[config.mk]
export PLATFORM = sky130hd
export DESIGN_NAME = vphy_autoneg_status
export DESIGN_NICKNAME = d
export VERILOG_FILES = /design/src/hw/vphy_status_pkg.sv /design/src/hw/emulated_partner.sv /design/src/hw/vphy_autoneg_status.sv
export SDC_FILE = /design/constraint.sdc
export NUM_CORES = 1
export LEC_CHECK = 0
export ABC_AREA = 1
export BUFFER_PORTS_ARGS = -buffer_cell sky130_fd_sc_hd__buf_4
export CORE_ASPECT_RATIO = 1.2
export CORE_MARGIN = 2
export CORE_UTILIZATION = 39
export CTS_CLUSTER_SIZE = 14
export DETAILED_ROUTE_END_ITERATION = 7
export GPL_TIMING_DRIVEN = 1
export MAX_ROUTING_LAYER = met4
export PLACE_DENSITY = 0.87
export SLEW_MARGIN = 20
export SYNTH_ARGS = -nofsm -noshare
export SYNTH_HDL_FRONTEND = slang
export SYNTH_SLANG_ARGS = --single-unit
[constraint.sdc]
create_clock -name sys_clk -period 1.4 [get_ports sys_clk]
set_input_delay 0.28 -clock sys_clk [delete_from_list [all_inputs] [get_ports sys_clk]]
set_output_delay 0.28 -clock sys_clk [all_outputs]
set_load 0.01 [all_outputs]
[src/hw/vphy_status_pkg.sv]
package vphy_status_pkg;

    // ==============================================================
    // Register map
    localparam logic [11:0] AN_EXP_OFFSET = 12'h1d8;
    localparam logic [11:0] SPECIAL_CS_OFFSET = 12'h1dc;
    localparam logic [4:0] AN_EXP_INDEX = 5'h06;
    localparam logic [4:0] SPECIAL_CS_INDEX = 5'h1f;

    // ==============================================================
    // Expansion register fields
    localparam int EXP_PAR_FAULT_BIT = 4;
    localparam int EXP_PARTNER_NP_BIT = 3;
    localparam int EXP_LOCAL_NP_BIT = 2;
    localparam int EXP_PAGE_RX_BIT = 1;
    localparam int EXP_PARTNER_AN_BIT = 0;

    // ==============================================================
    // Special control/status fields
    localparam int SCS_LOOPBACK_BIT = 14;
    localparam int SCS_COL_TEST_BIT = 7;
    localparam int SCS_SPDPX_LSB = 2;
    localparam logic SCS_LOOPBACK_RESET = 1'b0;
    localparam logic SCS_COL_TEST_RESET = 1'b0;

    // ==============================================================
    // Ability codes, bits 8..5 of the partner ability word
    localparam logic [3:0] ABIL_10_FULL = 4'h2;
    localparam logic [3:0] ABIL_100_FULL = 4'h8;
    localparam logic [3:0] ABIL_10_HALF = 4'h1;
    localparam logic [3:0] ABIL_100_HALF = 4'h4;
    localparam int ABIL_BIT_100_FULL = 3;
    localparam int ABIL_BIT_100_HALF = 2;
    localparam int ABIL_BIT_10_FULL = 1;

    // ==============================================================
    // Speed/duplex indication codes (bit 2 = 10, bit 3 = 100, bit 4 = full)
    localparam logic [2:0] SPDPX_10_HALF = 3'h1;
    localparam logic [2:0] SPDPX_100_HALF = 3'h2;
    localparam logic [2:0] SPDPX_10_FULL = 3'h5;
    localparam logic [2:0] SPDPX_100_FULL = 3'h6;

    localparam logic [31:0] ZERO_WORD = 32'h0000_0000;

    // System CSR request
    typedef struct packed {
        logic rd;
        logic wr;
        logic [11:0] addr;
        logic [31:0] wdata;
    } csr_req_t;

    // Serial management request, 16-bit view
    typedef struct packed {
        logic rd;
        logic wr;
        logic [4:0] index;
        logic [15:0] wdata;
    } mgmt_req_t;

    // Negotiation outcome
    typedef struct packed {
        logic done;
        logic failed;
        logic [3:0] partner_ability;
        logic [2:0] spdpx;
    } an_result_t;

    typedef enum logic [1:0] {
        AN_IDLE,
        AN_RUN,
        AN_DONE
    } an_state_t;

endpackage

[src/hw/emulated_partner.sv]
`timescale 1ns/1ps
`default_nettype none

module emulated_partner
    import vphy_status_pkg::*;
(
    input wire logic sys_clk,
    input wire logic rstn,
    input wire logic duplex_pin,
    input wire logic duplex_pol_strap,
    input wire logic speed_strap,
    input wire logic [3:0] local_adv,
    input wire logic an_restart,
    output an_result_t result
);

    // ==============================================================
    // Strap capture
    // Straps are caught by the first clocked edge after reset release
    logic strap_taken_reg;
    logic duplex_pol_reg;
    logic speed_reg;

    always_ff @(posedge sys_clk) begin
        if (!rstn) begin
            strap_taken_reg <= 1'b0;
            duplex_pol_reg <= 1'b0;
            speed_reg <= 1'b0;
        end else if (!strap_taken_reg) begin
            strap_taken_reg <= 1'b1;
            duplex_pol_reg <= duplex_pol_strap;
            speed_reg <= speed_strap;
        end
    end

    // ==============================================================
    // Partner ability and highest common mode
    wire logic dup_match = (duplex_pin == duplex_pol_reg);
    wire logic [3:0] full_code = speed_reg ? ABIL_100_FULL : ABIL_10_FULL;
    wire logic [3:0] half_code = speed_reg ? ABIL_100_HALF : ABIL_10_HALF;
    wire logic [3:0] partner_next = dup_match ? full_code : half_code;
    wire logic [3:0] common = partner_next & local_adv;
    wire logic [2:0] best_spdpx =
        common[ABIL_BIT_100_FULL] ? SPDPX_100_FULL :
        common[ABIL_BIT_100_HALF] ? SPDPX_100_HALF :
        common[ABIL_BIT_10_FULL] ? SPDPX_10_FULL : SPDPX_10_HALF;

    // ==============================================================
    // Negotiation sequencer: runs once after straps are taken, then again on each restart from done
    an_state_t state_reg;
    an_state_t state_next;

    always_comb begin
        state_next = state_reg;
        case (state_reg)
            AN_IDLE: begin
                if (strap_taken_reg) begin
                    state_next = AN_RUN;
                end
            end
            AN_RUN: begin
                state_next = AN_DONE;
            end
            AN_DONE: begin
                if (an_restart) begin
                    state_next = AN_RUN;
                end
            end
            default: begin
                state_next = AN_IDLE;
            end
        endcase
    end

    always_ff @(posedge sys_clk) begin
        if (!rstn) begin
            state_reg <= AN_IDLE;
        end else begin
            state_reg <= state_next;
        end
    end

    // Result latched at the end of a run; ability follows the pin live
    always_ff @(posedge sys_clk) begin
        if (!rstn) begin
            result <= '0;
        end else begin
            result.partner_ability <= partner_next;
            result.done <= (state_reg == AN_RUN);
            if (state_reg == AN_RUN) begin
                result.failed <= (common == 4'h0);
                result.spdpx <= best_spdpx;
            end
        end
    end

endmodule // emulated_partner

`default_nettype wire

[src/hw/vphy_autoneg_status.sv]
// Notes on behaviour
// - Duplex pin equal to polarity strap: partner offers 10 full or 100 full.
// - Duplex pin differing from strap: partner offers 10 half or 100 half.
// - Parallel detection fault flag always reads zero.
// - Partner next-page-able flag is read-only zero.
// - Local next-page-able flag is read-only zero.
// - Page-received flag latches high and clears on read.
// - Page-received cleared by reset, set once negotiation has run.
// - Partner negotiation-able unless no common ability bits.
// - Each register is a 32-bit word, upper half reads zero.
// - Management access sees each register as 16 bits.
// - Expansion register at offset 1D8h and management index 6.
// - Special control/status at offset 1DCh and management index 31.
// - Collision-test bit drives collision to port 0 while it transmits.
// - Loopback bit returns port 0 traffic; software enables own-receive too.
// - Speed/duplex field shows negotiation result or forced control bits.
`timescale 1ns/1ps
`default_nettype none

module vphy_autoneg_status
    import vphy_status_pkg::*;
(
    input wire logic sys_clk,
    input wire logic rstn,
    input wire csr_req_t csr_req,
    output logic [31:0] csr_rdata,
    input wire mgmt_req_t mgmt_req,
    output logic [15:0] mgmt_rdata,
    input wire logic duplex_pin,
    input wire logic duplex_pol_strap,
    input wire logic speed_strap,
    input wire logic [3:0] local_adv,
    input wire logic an_restart,
    input wire logic autoneg_enable_bit,
    input wire logic speed_sel,
    input wire logic duplex_mode,
    input wire logic port0_transmitting,
    output logic [3:0] partner_ability,
    output logic port0_collision,
    output logic far_loopback_en
);

    // ==============================================================
    // Negotiation engine
    an_result_t an_res;

    emulated_partner u_partner (
        .sys_clk(sys_clk),
        .rstn(rstn),
        .duplex_pin(duplex_pin),
        .duplex_pol_strap(duplex_pol_strap),
        .speed_strap(speed_strap),
        .local_adv(local_adv),
        .an_restart(an_restart),
        .result(an_res)
    );

    // ==============================================================
    // Address decode for both access paths
    wire logic csr_hit_exp = (csr_req.addr == AN_EXP_OFFSET);
    wire logic csr_hit_scs = (csr_req.addr == SPECIAL_CS_OFFSET);
    wire logic mg_hit_exp = (mgmt_req.index == AN_EXP_INDEX);
    wire logic mg_hit_scs = (mgmt_req.index == SPECIAL_CS_INDEX);
    wire logic exp_read = (csr_req.rd && csr_hit_exp) || (mgmt_req.rd && mg_hit_exp);
    wire logic csr_scs_wr = csr_req.wr && csr_hit_scs;
    wire logic mg_scs_wr = mgmt_req.wr && mg_hit_scs;

    // System path wins when both write in one cycle
    wire logic [15:0] scs_wdata = csr_scs_wr ? csr_req.wdata[15:0] : mgmt_req.wdata;
    wire logic scs_wr = csr_scs_wr || mg_scs_wr;

    // ==============================================================
    // Page received: set by a finished run, cleared by reading
    logic page_rx_reg;
    logic page_rx_next;

    // Set wins over a same-cycle read so a fresh page is never lost
    assign page_rx_next = an_res.done ? 1'b1 : (exp_read ? 1'b0 : page_rx_reg);

    always_ff @(posedge sys_clk) begin
        if (!rstn) begin
            page_rx_reg <= 1'b0;
        end else begin
            page_rx_reg <= page_rx_next;
        end
    end

    // ==============================================================
    // Loopback and collision-test controls
    logic loopback_reg;
    logic col_test_reg;

    always_ff @(posedge sys_clk) begin
        if (!rstn) begin
            loopback_reg <= SCS_LOOPBACK_RESET;
            col_test_reg <= SCS_COL_TEST_RESET;
        end else if (scs_wr) begin
            loopback_reg <= scs_wdata[SCS_LOOPBACK_BIT];
            col_test_reg <= scs_wdata[SCS_COL_TEST_BIT];
        end
    end

    // Collision only during port 0 transmit; intended for loopback use
    always_ff @(posedge sys_clk) begin
        if (!rstn) begin
            port0_collision <= 1'b0;
            far_loopback_en <= 1'b0;
        end else begin
            port0_collision <= col_test_reg && port0_transmitting;
            far_loopback_en <= loopback_reg;
        end
    end

    // ==============================================================
    // Speed/duplex indication
    wire logic [2:0] forced_spdpx =
        speed_sel ? (duplex_mode ? SPDPX_100_FULL : SPDPX_100_HALF)
                  : (duplex_mode ? SPDPX_10_FULL : SPDPX_10_HALF);
    wire logic [2:0] spdpx = autoneg_enable_bit ? an_res.spdpx : forced_spdpx;

    // ==============================================================
    // Register images, 16 significant bits each
    logic [15:0] exp_image;
    logic [15:0] scs_image;

    always_comb begin
        exp_image = 16'h0000;
        exp_image[EXP_PAR_FAULT_BIT] = 1'b0;
        exp_image[EXP_PARTNER_NP_BIT] = 1'b0;
        exp_image[EXP_LOCAL_NP_BIT] = 1'b0;
        exp_image[EXP_PAGE_RX_BIT] = page_rx_reg;
        exp_image[EXP_PARTNER_AN_BIT] = !an_res.failed;
    end

    always_comb begin
        scs_image = 16'h0000;
        scs_image[SCS_LOOPBACK_BIT] = loopback_reg;
        scs_image[SCS_COL_TEST_BIT] = col_test_reg;
        scs_image[SCS_SPDPX_LSB +: 3] = spdpx;
    end

    // Read mux; unmapped addresses read zero
    wire logic [15:0] csr_sel =
        csr_hit_exp ? exp_image : (csr_hit_scs ? scs_image : 16'h0000);
    wire logic [15:0] mg_sel =
        mg_hit_exp ? exp_image : (mg_hit_scs ? scs_image : 16'h0000);

    // ==============================================================
    // Registered read data, one cycle after the strobe
    always_ff @(posedge sys_clk) begin
        if (!rstn) begin
            csr_rdata <= ZERO_WORD;
            mgmt_rdata <= 16'h0000;
            partner_ability <= 4'h0;
        end else begin
            if (csr_req.rd) begin
                csr_rdata <= {ZERO_WORD[31:16], csr_sel};
            end
            if (mgmt_req.rd) begin
                mgmt_rdata <= mg_sel;
            end
            partner_ability <= an_res.partner_ability;
        end
    end

endmodule // vphy_autoneg_status

`default_nettype wire

Yosys cells after proc, flatten, opt, wreduce, memory -nomap -nowiden --
Cells that the tools add are included.
Storage, ports and cells: register bits after elaboration 55, bits of input ports 83, output and inout bits 54
Cells by class: equality and inequality tests 9, multiplexer cells 21, bitwise operators 1, reduce and logical (&&, ||, !) cells 12
Operators by type and width (count):
- two-way mux 15 bit | 5
- equality test 12 x 9 -> 1 bit (second input constant) | 2
- two-way mux 3 bit | 8
- two-way mux 4 bit | 2
- one-hot mux 2 bit (3 select lines) | 1
- equality test 5 x 3 -> 1 bit (second input constant) | 1
- equality test 5 bit (second input constant) | 1
- logical AND 1 bit | 5
- bitwise AND 4 bit | 1
- logical NOT 4 bit | 1
- two-way mux 2 bit | 2
- two-way mux 1 bit | 3
- equality test 2 x 1 -> 1 bit (second input constant) | 1
- equality test 2 bit (second input constant) | 1
- logical NOT 2 bit | 1
- logical OR 1 bit | 2
- != test 2 x 1 -> 1 bit (second input constant) | 1
- != test 2 bit (second input constant) | 1
- AND reduction 2 bit | 1
- nonzero test 2 bit | 1
- equality test 1 bit | 1
- logical NOT 1 bit | 1

Depth between registers and ports, before layout --
Gate-level depths: netlist of run 1.
depth after elaboration 6, mapped depth 9, depth with buffers taken out 9

Modules after synthesis --
Synthesis of run 1 repeated with hierarchy kept, for this count alone.
Unflattened totals: cell total of the unflattened synthesis 244, area, all modules 1806.7 µm²
Modules (own cells, without submodules):
- vphy_autoneg_status | times used 1, cells an instance 185, area each 1300.0 µm²
- emulated_partner | times used 1, cells an instance 59, area each 506.7 µm²

Worst setup path after synthesis of run 1 --
OpenSTA, ideal clock, no wires.
path kind flip-flop to flip-flop, start register u_partner.duplex_pol_reg, end register u_partner.result[2] in the netlist's numbering, setup time 56 ps, data arrival time 1036 ps, required time 1344 ps, slack 308 ps, stages on the path, launching flop included 8, buffers on the path 0, period minus slack after synthesis 1092 ps, cell sequence dfxtp_1 or2_4 nand2_4 nand2_2 nor2_2 nor2_1 or2_1 inv_1
On the way: longest elaborated chain between the ends 6
Ends and longest elaborated chain:
- start, declared | RTL line emulated_partner.sv:21 | logic duplex_pol_reg;
- start signal, assigned | RTL line emulated_partner.sv:31 | duplex_pol_reg <= duplex_pol_strap;
- equality test 1 bit (*) | RTL line emulated_partner.sv:38 | wire logic dup_match = (duplex_pin == duplex_pol_reg);
- two-way mux 4 bit (*) | RTL line emulated_partner.sv:41 | wire logic [3:0] partner_next = dup_match ? full_code : half_code;
- bitwise AND 4 bit (*) | RTL line emulated_partner.sv:42 | wire logic [3:0] common = partner_next & local_adv;
- two-way mux 3 bit | RTL line emulated_partner.sv:46 | common[ABIL_BIT_10_FULL] ? SPDPX_10_FULL : SPDPX_10_HALF;
- two-way mux 3 bit | RTL line emulated_partner.sv:45 | common[ABIL_BIT_100_HALF] ? SPDPX_100_HALF :
- two-way mux 3 bit (*) | RTL line emulated_partner.sv:44 | common[ABIL_BIT_100_FULL] ? SPDPX_100_FULL :
- end, declared | RTL line emulated_partner.sv:14 | output an_result_t result
Every way passes the cells marked *; elsewhere a longest branch is shown, timed or not. A chain may end at the register's enable or synchronous reset.

Worst setup path after layout of run 1 --
Same ends and word-level chain as after synthesis.

==> flow_summary.toml, run 1 <==
[setup_path]
startpoint = "u_partner.duplex_pol_reg"
critical_path.top_delay_family = "simple AND/OR/NAND/NOR gates"
path_buf_inv = 1
rr_worst_depth = 7
slowest_delay_ps = 320
crit_type = "flop to flop"
crit_arrival_ps = 1390
r2r_end = "u_partner.result[2]"
cp_cell_sequence = "or2_4 -> nand2_4 -> nand2_2 -> nor2_2 -> nor2_1 -> or2_1 -> inv_1"
path_max_fanout = 5
crit_path_top_delay_cell = "dfxtp_1"
r2r_start = "u_partner.duplex_pol_reg"
required_ps = 1630
rrSetupSlack_ps = 250
cp-end-kind = "flop"
crit_path_start_kind = "flop"
cp.depth = 7
endpoint = "u_partner.result[2]"

[cts]
cts_tree = "done"
ctsHoldBuffers = 0
cts_resized = 0
cts_root_buffer = "clkbuf_8"
clk_latency_ps = 290
htreeDepth = 2
post-cts-setup-buffers = 0
numCtsBuffers = 5
cts.path.max_buffers = 2
clk_pin_slew_ps = 70
numClockSinks = 37

[timing]
fin_crit_ps = 1150
fin_ws_ps = 245
fin_crit_sh_pct = 82.5
fin_worst_skew_ps = 9.81
tns_ps = 0
finalHoldViolCount = 0
finalMaxSlewViolations = 0
final-setup-viol-count = 0
fmax_ghz = 0.866
rsz0062_at_grt = "false"

[logic_synthesis]
syn_area_mm2 = 0.00175
ys_seq_elements = 37
syn_area_per_cell_um2 = 7.27
yosysWarnings = 0
synth_cell_types = 25
postSynthCellCount = 241
seq_area_frac_synth_pct = 42.3

[die]
start_util_pct = 40.8
dieArea_mm2 = 0.00505
core_area_mm2 = 0.00429
io_pins = 137
die_y_um = 77.4
placementRows = 26
die_x_um = 65.2

[cells_and_area]
final_common_cell = "buf_4"
area_growth_pct = 29.1
largestRegisters = "u_partner.result (9), csr_rdata (7), mgmt_rdata (7)"
nets = 387
largest_register_ffs = 9
utilization_pct = 52.7
stdcell_count = 361
layout_common_cells = "buf_4, nand2_1, dfxtp_1"
antennaDiodeCount = 0
drive_gt1_share_pct = 24.6
regMostFlops = "u_partner.result"

[placement]
place.gp.congestion = 0.787
port-buffer-count = 58
pre_cts_ws_ps = 21.6
dp_cells = 353
dpl.hpwl_um = 2850

[global_route]
grt_remaining_overflow = 0
first_global_vias = 1430
grt_pass1_wl_um = 5770
grt_max_degree = 21
track_usage_pct = 15.0
antenna_found_initial = 0

[drt]
antenna_left = 0
vias = 1547
viasPerCell = 4.29
drc = 0
wl_per_cell_um = 9.77
drt_first_pass_iters = 4
drtIter0Drc = 84
routed_wl_um = 3530

[power]
vdd_drop_max_mv = 0.557
leakage_nw = 1.20
powerDensity_mw_per_mm2 = 1090

[min_path]
hold_path.class = "input port to flop"

[job]
drv_cap = 0

[outcome]
outcome = "completed"
cell usage after synthesis:
| cell | count | area share (%) |
|---|---|---|
| buf_2 | 2 | 0.57 |
| nor4_1 | 1 | 0.36 |
| nand3_2 | 1 | 0.57 |
| nand3b_1 | 1 | 0.43 |
| a31o_2 | 1 | 0.50 |
| o21ai_0 | 19 | 5.4 |
| buf_4 | 34 | 15 |
| nor3_1 | 2 | 0.57 |
| or2_1 | 1 | 0.36 |
| o211ai_1 | 2 | 0.86 |
| nor3b_1 | 1 | 0.43 |
| conb_1 | 1 | 0.21 |
| clkbuf_1 | 1 | 0.21 |
| nand3_1 | 12 | 3.4 |
| a21oi_1 | 7 | 2.0 |
| nand2_2 | 1 | 0.36 |
| dfxtp_1 | 37 | 42 |
| nand2_4 | 1 | 0.64 |
| nand2_1 | 44 | 9.4 |
| nor2_1 | 27 | 5.8 |
| nand4_1 | 6 | 2.1 |
| or2_4 | 1 | 0.50 |
| inv_1 | 36 | 7.7 |
| nor2_2 | 1 | 0.36 |
| or2_2 | 1 | 0.36 |
power by group:
| part | internal (mW) | switching, mW | total (mW) |
|---|---|---|---|
| clock | 0.707 | 0.363 | 1.07 |
| sequential | 1.09 | 0.0192 | 1.11 |
| combinational | 0.127 | 0.159 | 0.287 |
| total | 1.92 | 0.541 | 2.47 |
area by class of cell:
class                           count  area, µm²
Clock inverter                      3       65.1
Fill cell                         416       2030
Inverter                           36        135
Sequential cell                    37        741
Clock buffer                        5       68.8
Multi-Input combinational cell    164        732
Timing Repair Buffer               60        450
Tap cell                           56       70.1
worst min-delay path by stage:
stage	from	endpoint	slack (ps)	cells after the start
global placement	u_partner.result[5]	partner_ability[2]	400	2
detailed placement	u_partner.result[6]	partner_ability[3]	400	2
finish	rstn	u_partner.strap_taken_reg	130	1
global route	rstn	u_partner.strap_taken_reg	120	1
CTS	rstn	u_partner.strap_taken_reg	120	1
floorplan	rstn	u_partner.strap_taken_reg	310	0
worst reg2reg max path, stage by stage (launching register included):
cell     delay [ps]
dfxtp_1         320
or2_4           270
nand2_4          90
nand2_2          60
nor2_2           70
nor2_1           50
or2_1           190
inv_1            50
logic make-up after synthesis:
| logic type | synth area share (%) |
|---|---|
| simple gates | 25.7 |
| other cells | 0.214 |
| flops | 42.3 |
| compound gates | 8.78 |
| buf+inv | 23.1 |
metrics by stage:
step | hold WS, ps | cell area (µm²) | power, mW
final | 130 | 2260 | 2.47
after global routing | 118 | 2260 | 2.57
after CTS | 121 | 2260 | 2.48
after detailed placement | 403 | 2130 | 1.42
after global placement | 400 | 2130 | 1.41
after floorplan | 308 | 1880 | 1.36
per-layer routing:
| layer | vias up | GRT usage, % | part of all wire [%] |
|---|---|---|---|
| met4 | 0 | 5.63 | 1.2 |
| met5 | - | - | 0 |
| met1 | 673 | 14.4 | 39 |
| li1 | 812 | - | - |
| met2 | 58 | 27.7 | 53 |
| met3 | 4 | 4.49 | 6.5 |
(Power assumes the default switching activity.)
==> inputs of run 2 (changes only) <==
clock period = 1.1 ns   (was 1.4 ns; I/O delays follow)
==> flow_summary.toml, run 2 (same netlist as run 1, synthesis figures left out) <==
[cts]
htreeDepth = 2
cts.path.max_buffers = 2
ctsHoldBuffers = 0
cts_root_buffer = "clkbuf_8"
numCtsBuffers = 5
clk_pin_slew_ps = 70
cts_tree = "done"
clk_latency_ps = 280
numClockSinks = 37

[setup_path]
r2r_end = "u_partner.result[2]"
required_ps = 1330
path_max_fanout = 3
crit_path_start_kind = "flop"
critical_path.top_delay_family = "simple AND/OR/NAND/NOR gates"
slowest_delay_ps = 330
cp_cell_sequence = "or2_4 -> nand2_4 -> nand2_4 -> nor2_2 -> nor2_1 -> or2_1 -> inv_1"
cp-end-kind = "flop"
path_buf_inv = 1
crit_path_top_delay_cell = "dfxtp_2"
crit_type = "flop to flop"
rr_worst_depth = 7
rrSetupSlack_ps = -20
cp.depth = 7
r2r_start = "u_partner.duplex_pol_reg"
cp_common_cell = "nand2_4"
crit_arrival_ps = 1350

[drt]
routed_wl_um = 3530
vias = 1556
viasPerCell = 4.27
drc = 0
wl_per_cell_um = 9.69
drt_first_pass_iters = 4
drtIter0Drc = 122
antenna_left = 0

[power]
vdd_drop_max_mv = 0.522
swShare_pct = 25.0
p_comb_share_pct = 14.5
power_switching_mw = 0.659
leakage_nw = 1.19
powerDensity_mw_per_mm2 = 1170
pwr-share-clk_pct = 32.0
pwr-share-seq_pct = 53.6
internal-power_mw = 1.98

[outcome]
violations = "negative setup slack"
outcome = "finished with violations"

[cells_and_area]
final_common_cell = "buf_4"
regMostFlops = "u_partner.result"
largest_register_ffs = 9
area_growth_pct = 28.5
nets = 392
largestRegisters = "u_partner.result (9), csr_rdata (7), mgmt_rdata (7)"
utilization_pct = 52.4
stdcell_count = 364
final_cell_area_mm2 = 0.00225
antennaDiodeCount = 0
layout_common_cells = "buf_4, nand2_1, inv_1"
drive_gt1_share_pct = 26.6

[timing]
fin_crit_sh_pct = 102
fin_ws_ps = -19.4
finalMaxSlewViolations = 0
fin_worst_skew_ps = 3.08
fmax_ghz = 0.893
final-setup-viol-count = 1
fin_crit_ps = 1120
rsz0062_at_grt = "true"
finalHoldViolCount = 0

[die]
die_x_um = 65.2
core_area_mm2 = 0.00429
io_pins = 137
start_util_pct = 40.8
placementRows = 26
die_y_um = 77.4
dieArea_mm2 = 0.00505

[global_route]
track_usage_pct = 14.9
grt_max_degree = 21
first_global_vias = 1483
antenna_found_initial = 0
grt_pass1_wl_um = 5800
grt_remaining_overflow = 0

[placement]
dpl.hpwl_um = 2920
placed_cell_area_mm2 = 0.00216
port-buffer-count = 58
place.gp.congestion = 0.807
dp_cells = 357

[min_path]
hold_path.class = "input port to flop"
holdPathStages = 1
holdCritStartpoint = "rstn"
hold_path_end = "u_partner.strap_taken_reg"

[job]
drv_cap = 0
[run 2: cell count changes in the layout (fill, tap and decap cells not counted), sizes merged]
| cell | delta |
|---|---|
| bufinv | -2 |
| buf | +5 |
[run 2: what timing repair did]
item / 4_1_cts / 5_1_grt
pin swaps: 1 / 1
setup buffers: 1 / 0
endpoints found under the setup margin: 2 / 10
gates resized for setup: 2 / 3
gates cloned: 0 / 0
[run 2: worst max path at each step]
| stage | from | to | slack (ps) |
|---|---|---|---|
| after floorplan | u_partner.duplex_pol_reg | u_partner.result[2] | 8 |
| after global placement | csr_req[43] | csr_rdata[7] | -130 |
| after detailed placement | csr_req[43] | csr_rdata[14] | -210 |
| after CTS | u_partner.duplex_pol_reg | u_partner.result[2] | -30 |
| after global routing | u_partner.duplex_pol_reg | u_partner.result[2] | -110 |
| final | u_partner.duplex_pol_reg | u_partner.result[2] | -20 |
[run 2: layer usage]
layer | up-vias | share of wire, % | wire length (µm) | global-route usage [%]
li1 | 815 | - | - | -
met1 | 683 | 40 | 1410 | 14.6
met2 | 54 | 53 | 1860 | 27.4
met3 | 4 | 5.8 | 205 | 3.33
met4 | 0 | 1.3 | 45 | 6.25
met5 | - | 0 | 0 | -
[run 2: area by class of cell]
class                   instances  area, µm²
flip-flops and latches         37        743
well taps                      56       70.1
inverters                      36        135
clock inverters                 1       5.00
multi-input cells             164        742
fillers                       438       2040
clock buffers                   5       68.8
repair buffers                 65        488
[run 2: power by group through the flow]
stage	Combinational (mW)	Clock (mW)	Sequential, mW
finish	0.382	0.843	1.41
global placement	0.362	0	1.44
floorplan	0.288	0	1.44
CTS	0.382	0.864	1.41
global route	0.429	0.924	1.42
detailed placement	0.373	0	1.44
[run 2: through the flow]
step	total power [mW]	hold slack [ps]	worst slack (ps)	setup TNS [ps]
2_1_floorplan	1.73	248	7.65	0
4_1_cts	2.66	66.0	-30.3	-30.3
5_1_grt	2.77	60.9	-105	-170
6_report	2.64	71.8	-19.4	-19.4
3_3_place_gp	1.80	360	-126	-826
3_5_place_dp	1.82	363	-210	-1290
==> inputs of run 3 (changes only) <==
CAP_MARGIN = 0   (was default)
PLACE_DENSITY = 0.78   (was 0.87)
==> flow_summary.toml, run 3 (same netlist as run 1, synthesis figures left out) <==
[outcome]
outcome = "finished with violations"
violations = "negative setup slack"

[setup_path]
required_ps = 1330
cp_cell_sequence = "or2_4 -> nand2_4 -> nand2_2 -> nor2_2 -> nor2_1 -> or2_1 -> inv_1"
cp-end-kind = "flop"
crit_path_top_delay_cell = "dfxtp_2"
critical_path.top_delay_family = "simple AND/OR/NAND/NOR gates"
slowest_delay_ps = 330
path_buf_inv = 1
crit_type = "flop to flop"
crit_arrival_ps = 1370
crit_path_start_kind = "flop"
path_max_fanout = 4

[timing]
fmax_ghz = 0.881
fin_crit_ps = 1130
whs_ps = 66.6
rsz0062_at_grt = "true"
final-setup-viol-count = 1
finalHoldViolCount = 0
fin_crit_sh_pct = 103
fin_worst_skew_ps = 5.90
finalMaxSlewViolations = 0
fin_ws_ps = -34.7

[cells_and_area]
largestRegisters = "u_partner.result (9), csr_rdata (7), mgmt_rdata (7)"
final_common_cell = "buf_4"
antennaDiodeCount = 0
drive_gt1_share_pct = 26.5
final_cell_area_mm2 = 0.00225
nets = 391
layout_common_cells = "buf_4, nand2_1, inv_1, dfxtp_1, conb_1"
area_growth_pct = 28.5
regMostFlops = "u_partner.result"
stdcell_count = 365
largest_register_ffs = 9

[global_route]
track_usage_pct = 13.8
grt_remaining_overflow = 0
grt_max_degree = 21
first_global_vias = 1253
antenna_found_initial = 0
grt_pass1_wl_um = 5220

[drt]
wl_per_cell_um = 9.24
top_layer_used = "met4"
wl_met3_um = 245
route.met2.wl_um = 1690
routed_wl_um = 3370
wl_met1_um = 1360
drtIter0Drc = 72
viasPerCell = 4.19
drt_first_pass_iters = 4
antenna_left = 0
drc = 0
vias = 1529

[die]
start_util_pct = 40.8
core_area_mm2 = 0.00429
io_pins = 137
placementRows = 26
die_x_um = 65.2
dieArea_mm2 = 0.00505
die_y_um = 77.4

[cts]
ctsHoldBuffers = 0
htreeDepth = 2
clk_latency_ps = 280
cts.path.max_buffers = 2
clk_pin_slew_ps = 70
cts_root_buffer = "clkbuf_8"
numCtsBuffers = 5
cts_tree = "done"
numClockSinks = 37
post-cts-setup-buffers = 0

[job]
drv_cap = 0

[placement]
dpl.hpwl_um = 2760
placed_cell_area_mm2 = 0.00216
port-buffer-count = 58
place.gp.congestion = 0.747
dp_cells = 357
pre_cts_ws_ps = -172

[min_path]
hold_path.class = "input port to flop"

[power]
powerDensity_mw_per_mm2 = 1190
leakage_nw = 1.19
vdd_drop_max_mv = 0.701
-- run 3: where the power goes --
group	internal, mW	leakage (nW)	switching (mW)
registers	1.39	0.302	0.0244
logic	0.172	0.846	0.203
clock network	0.438	0.0450	0.444
total	2.00	1.19	0.672
-- run 3: cell type report --
class / instances / area (µm²)
Clock inverter: 2 / 10.0
Multi-Input combinational cell: 164 / 742
Tap cell: 56 / 70.1
Sequential cell: 37 / 742
Timing Repair Buffer: 64 / 480
Inverter: 36 / 135
Clock buffer: 6 / 72.6
Fill cell: 430 / 2040
-- run 3: path summary, 6_finish.rpt --
| kind | depth (start not counted) | startpoint | end | slack [ps] |
|---|---|---|---|---|
| min | 1 | rstn | u_partner.strap_taken_reg | 70 |
| min reg2reg | 2 | u_partner.result[6] | partner_ability[3] | 410 |
| max reg2reg | 7 | u_partner.duplex_pol_reg | u_partner.result[2] | -30 |
| max | 7 | u_partner.duplex_pol_reg | u_partner.result[2] | -30 |
-- run 3: what timing repair did --
action	in CTS	in global routing
cloned	0	0
gates resized for setup	1	3
setup endpoints to repair	1	9
endpoints found under the hold margin	0	0
pin swaps	1	1
-- run 3: through the flow --
step / utilization, % / power, mW / TNS (ps)
final: 52.4 / 2.67 / -34.7
after floorplan: - / 1.73 / 0
after detailed placement: 50.3 / 1.81 / -1190
after global placement: 50.3 / 1.81 / -806
after global routing: 52.4 / 2.82 / -117
after CTS: 52.2 / 2.71 / -37.7
-- run 3: routing by layer --
metal	up-vias	track usage [%]
met4	0	7.50
li1	814	-
met1	648	14.3
met5	-	-
met2	59	23.4
met3	8	3.77
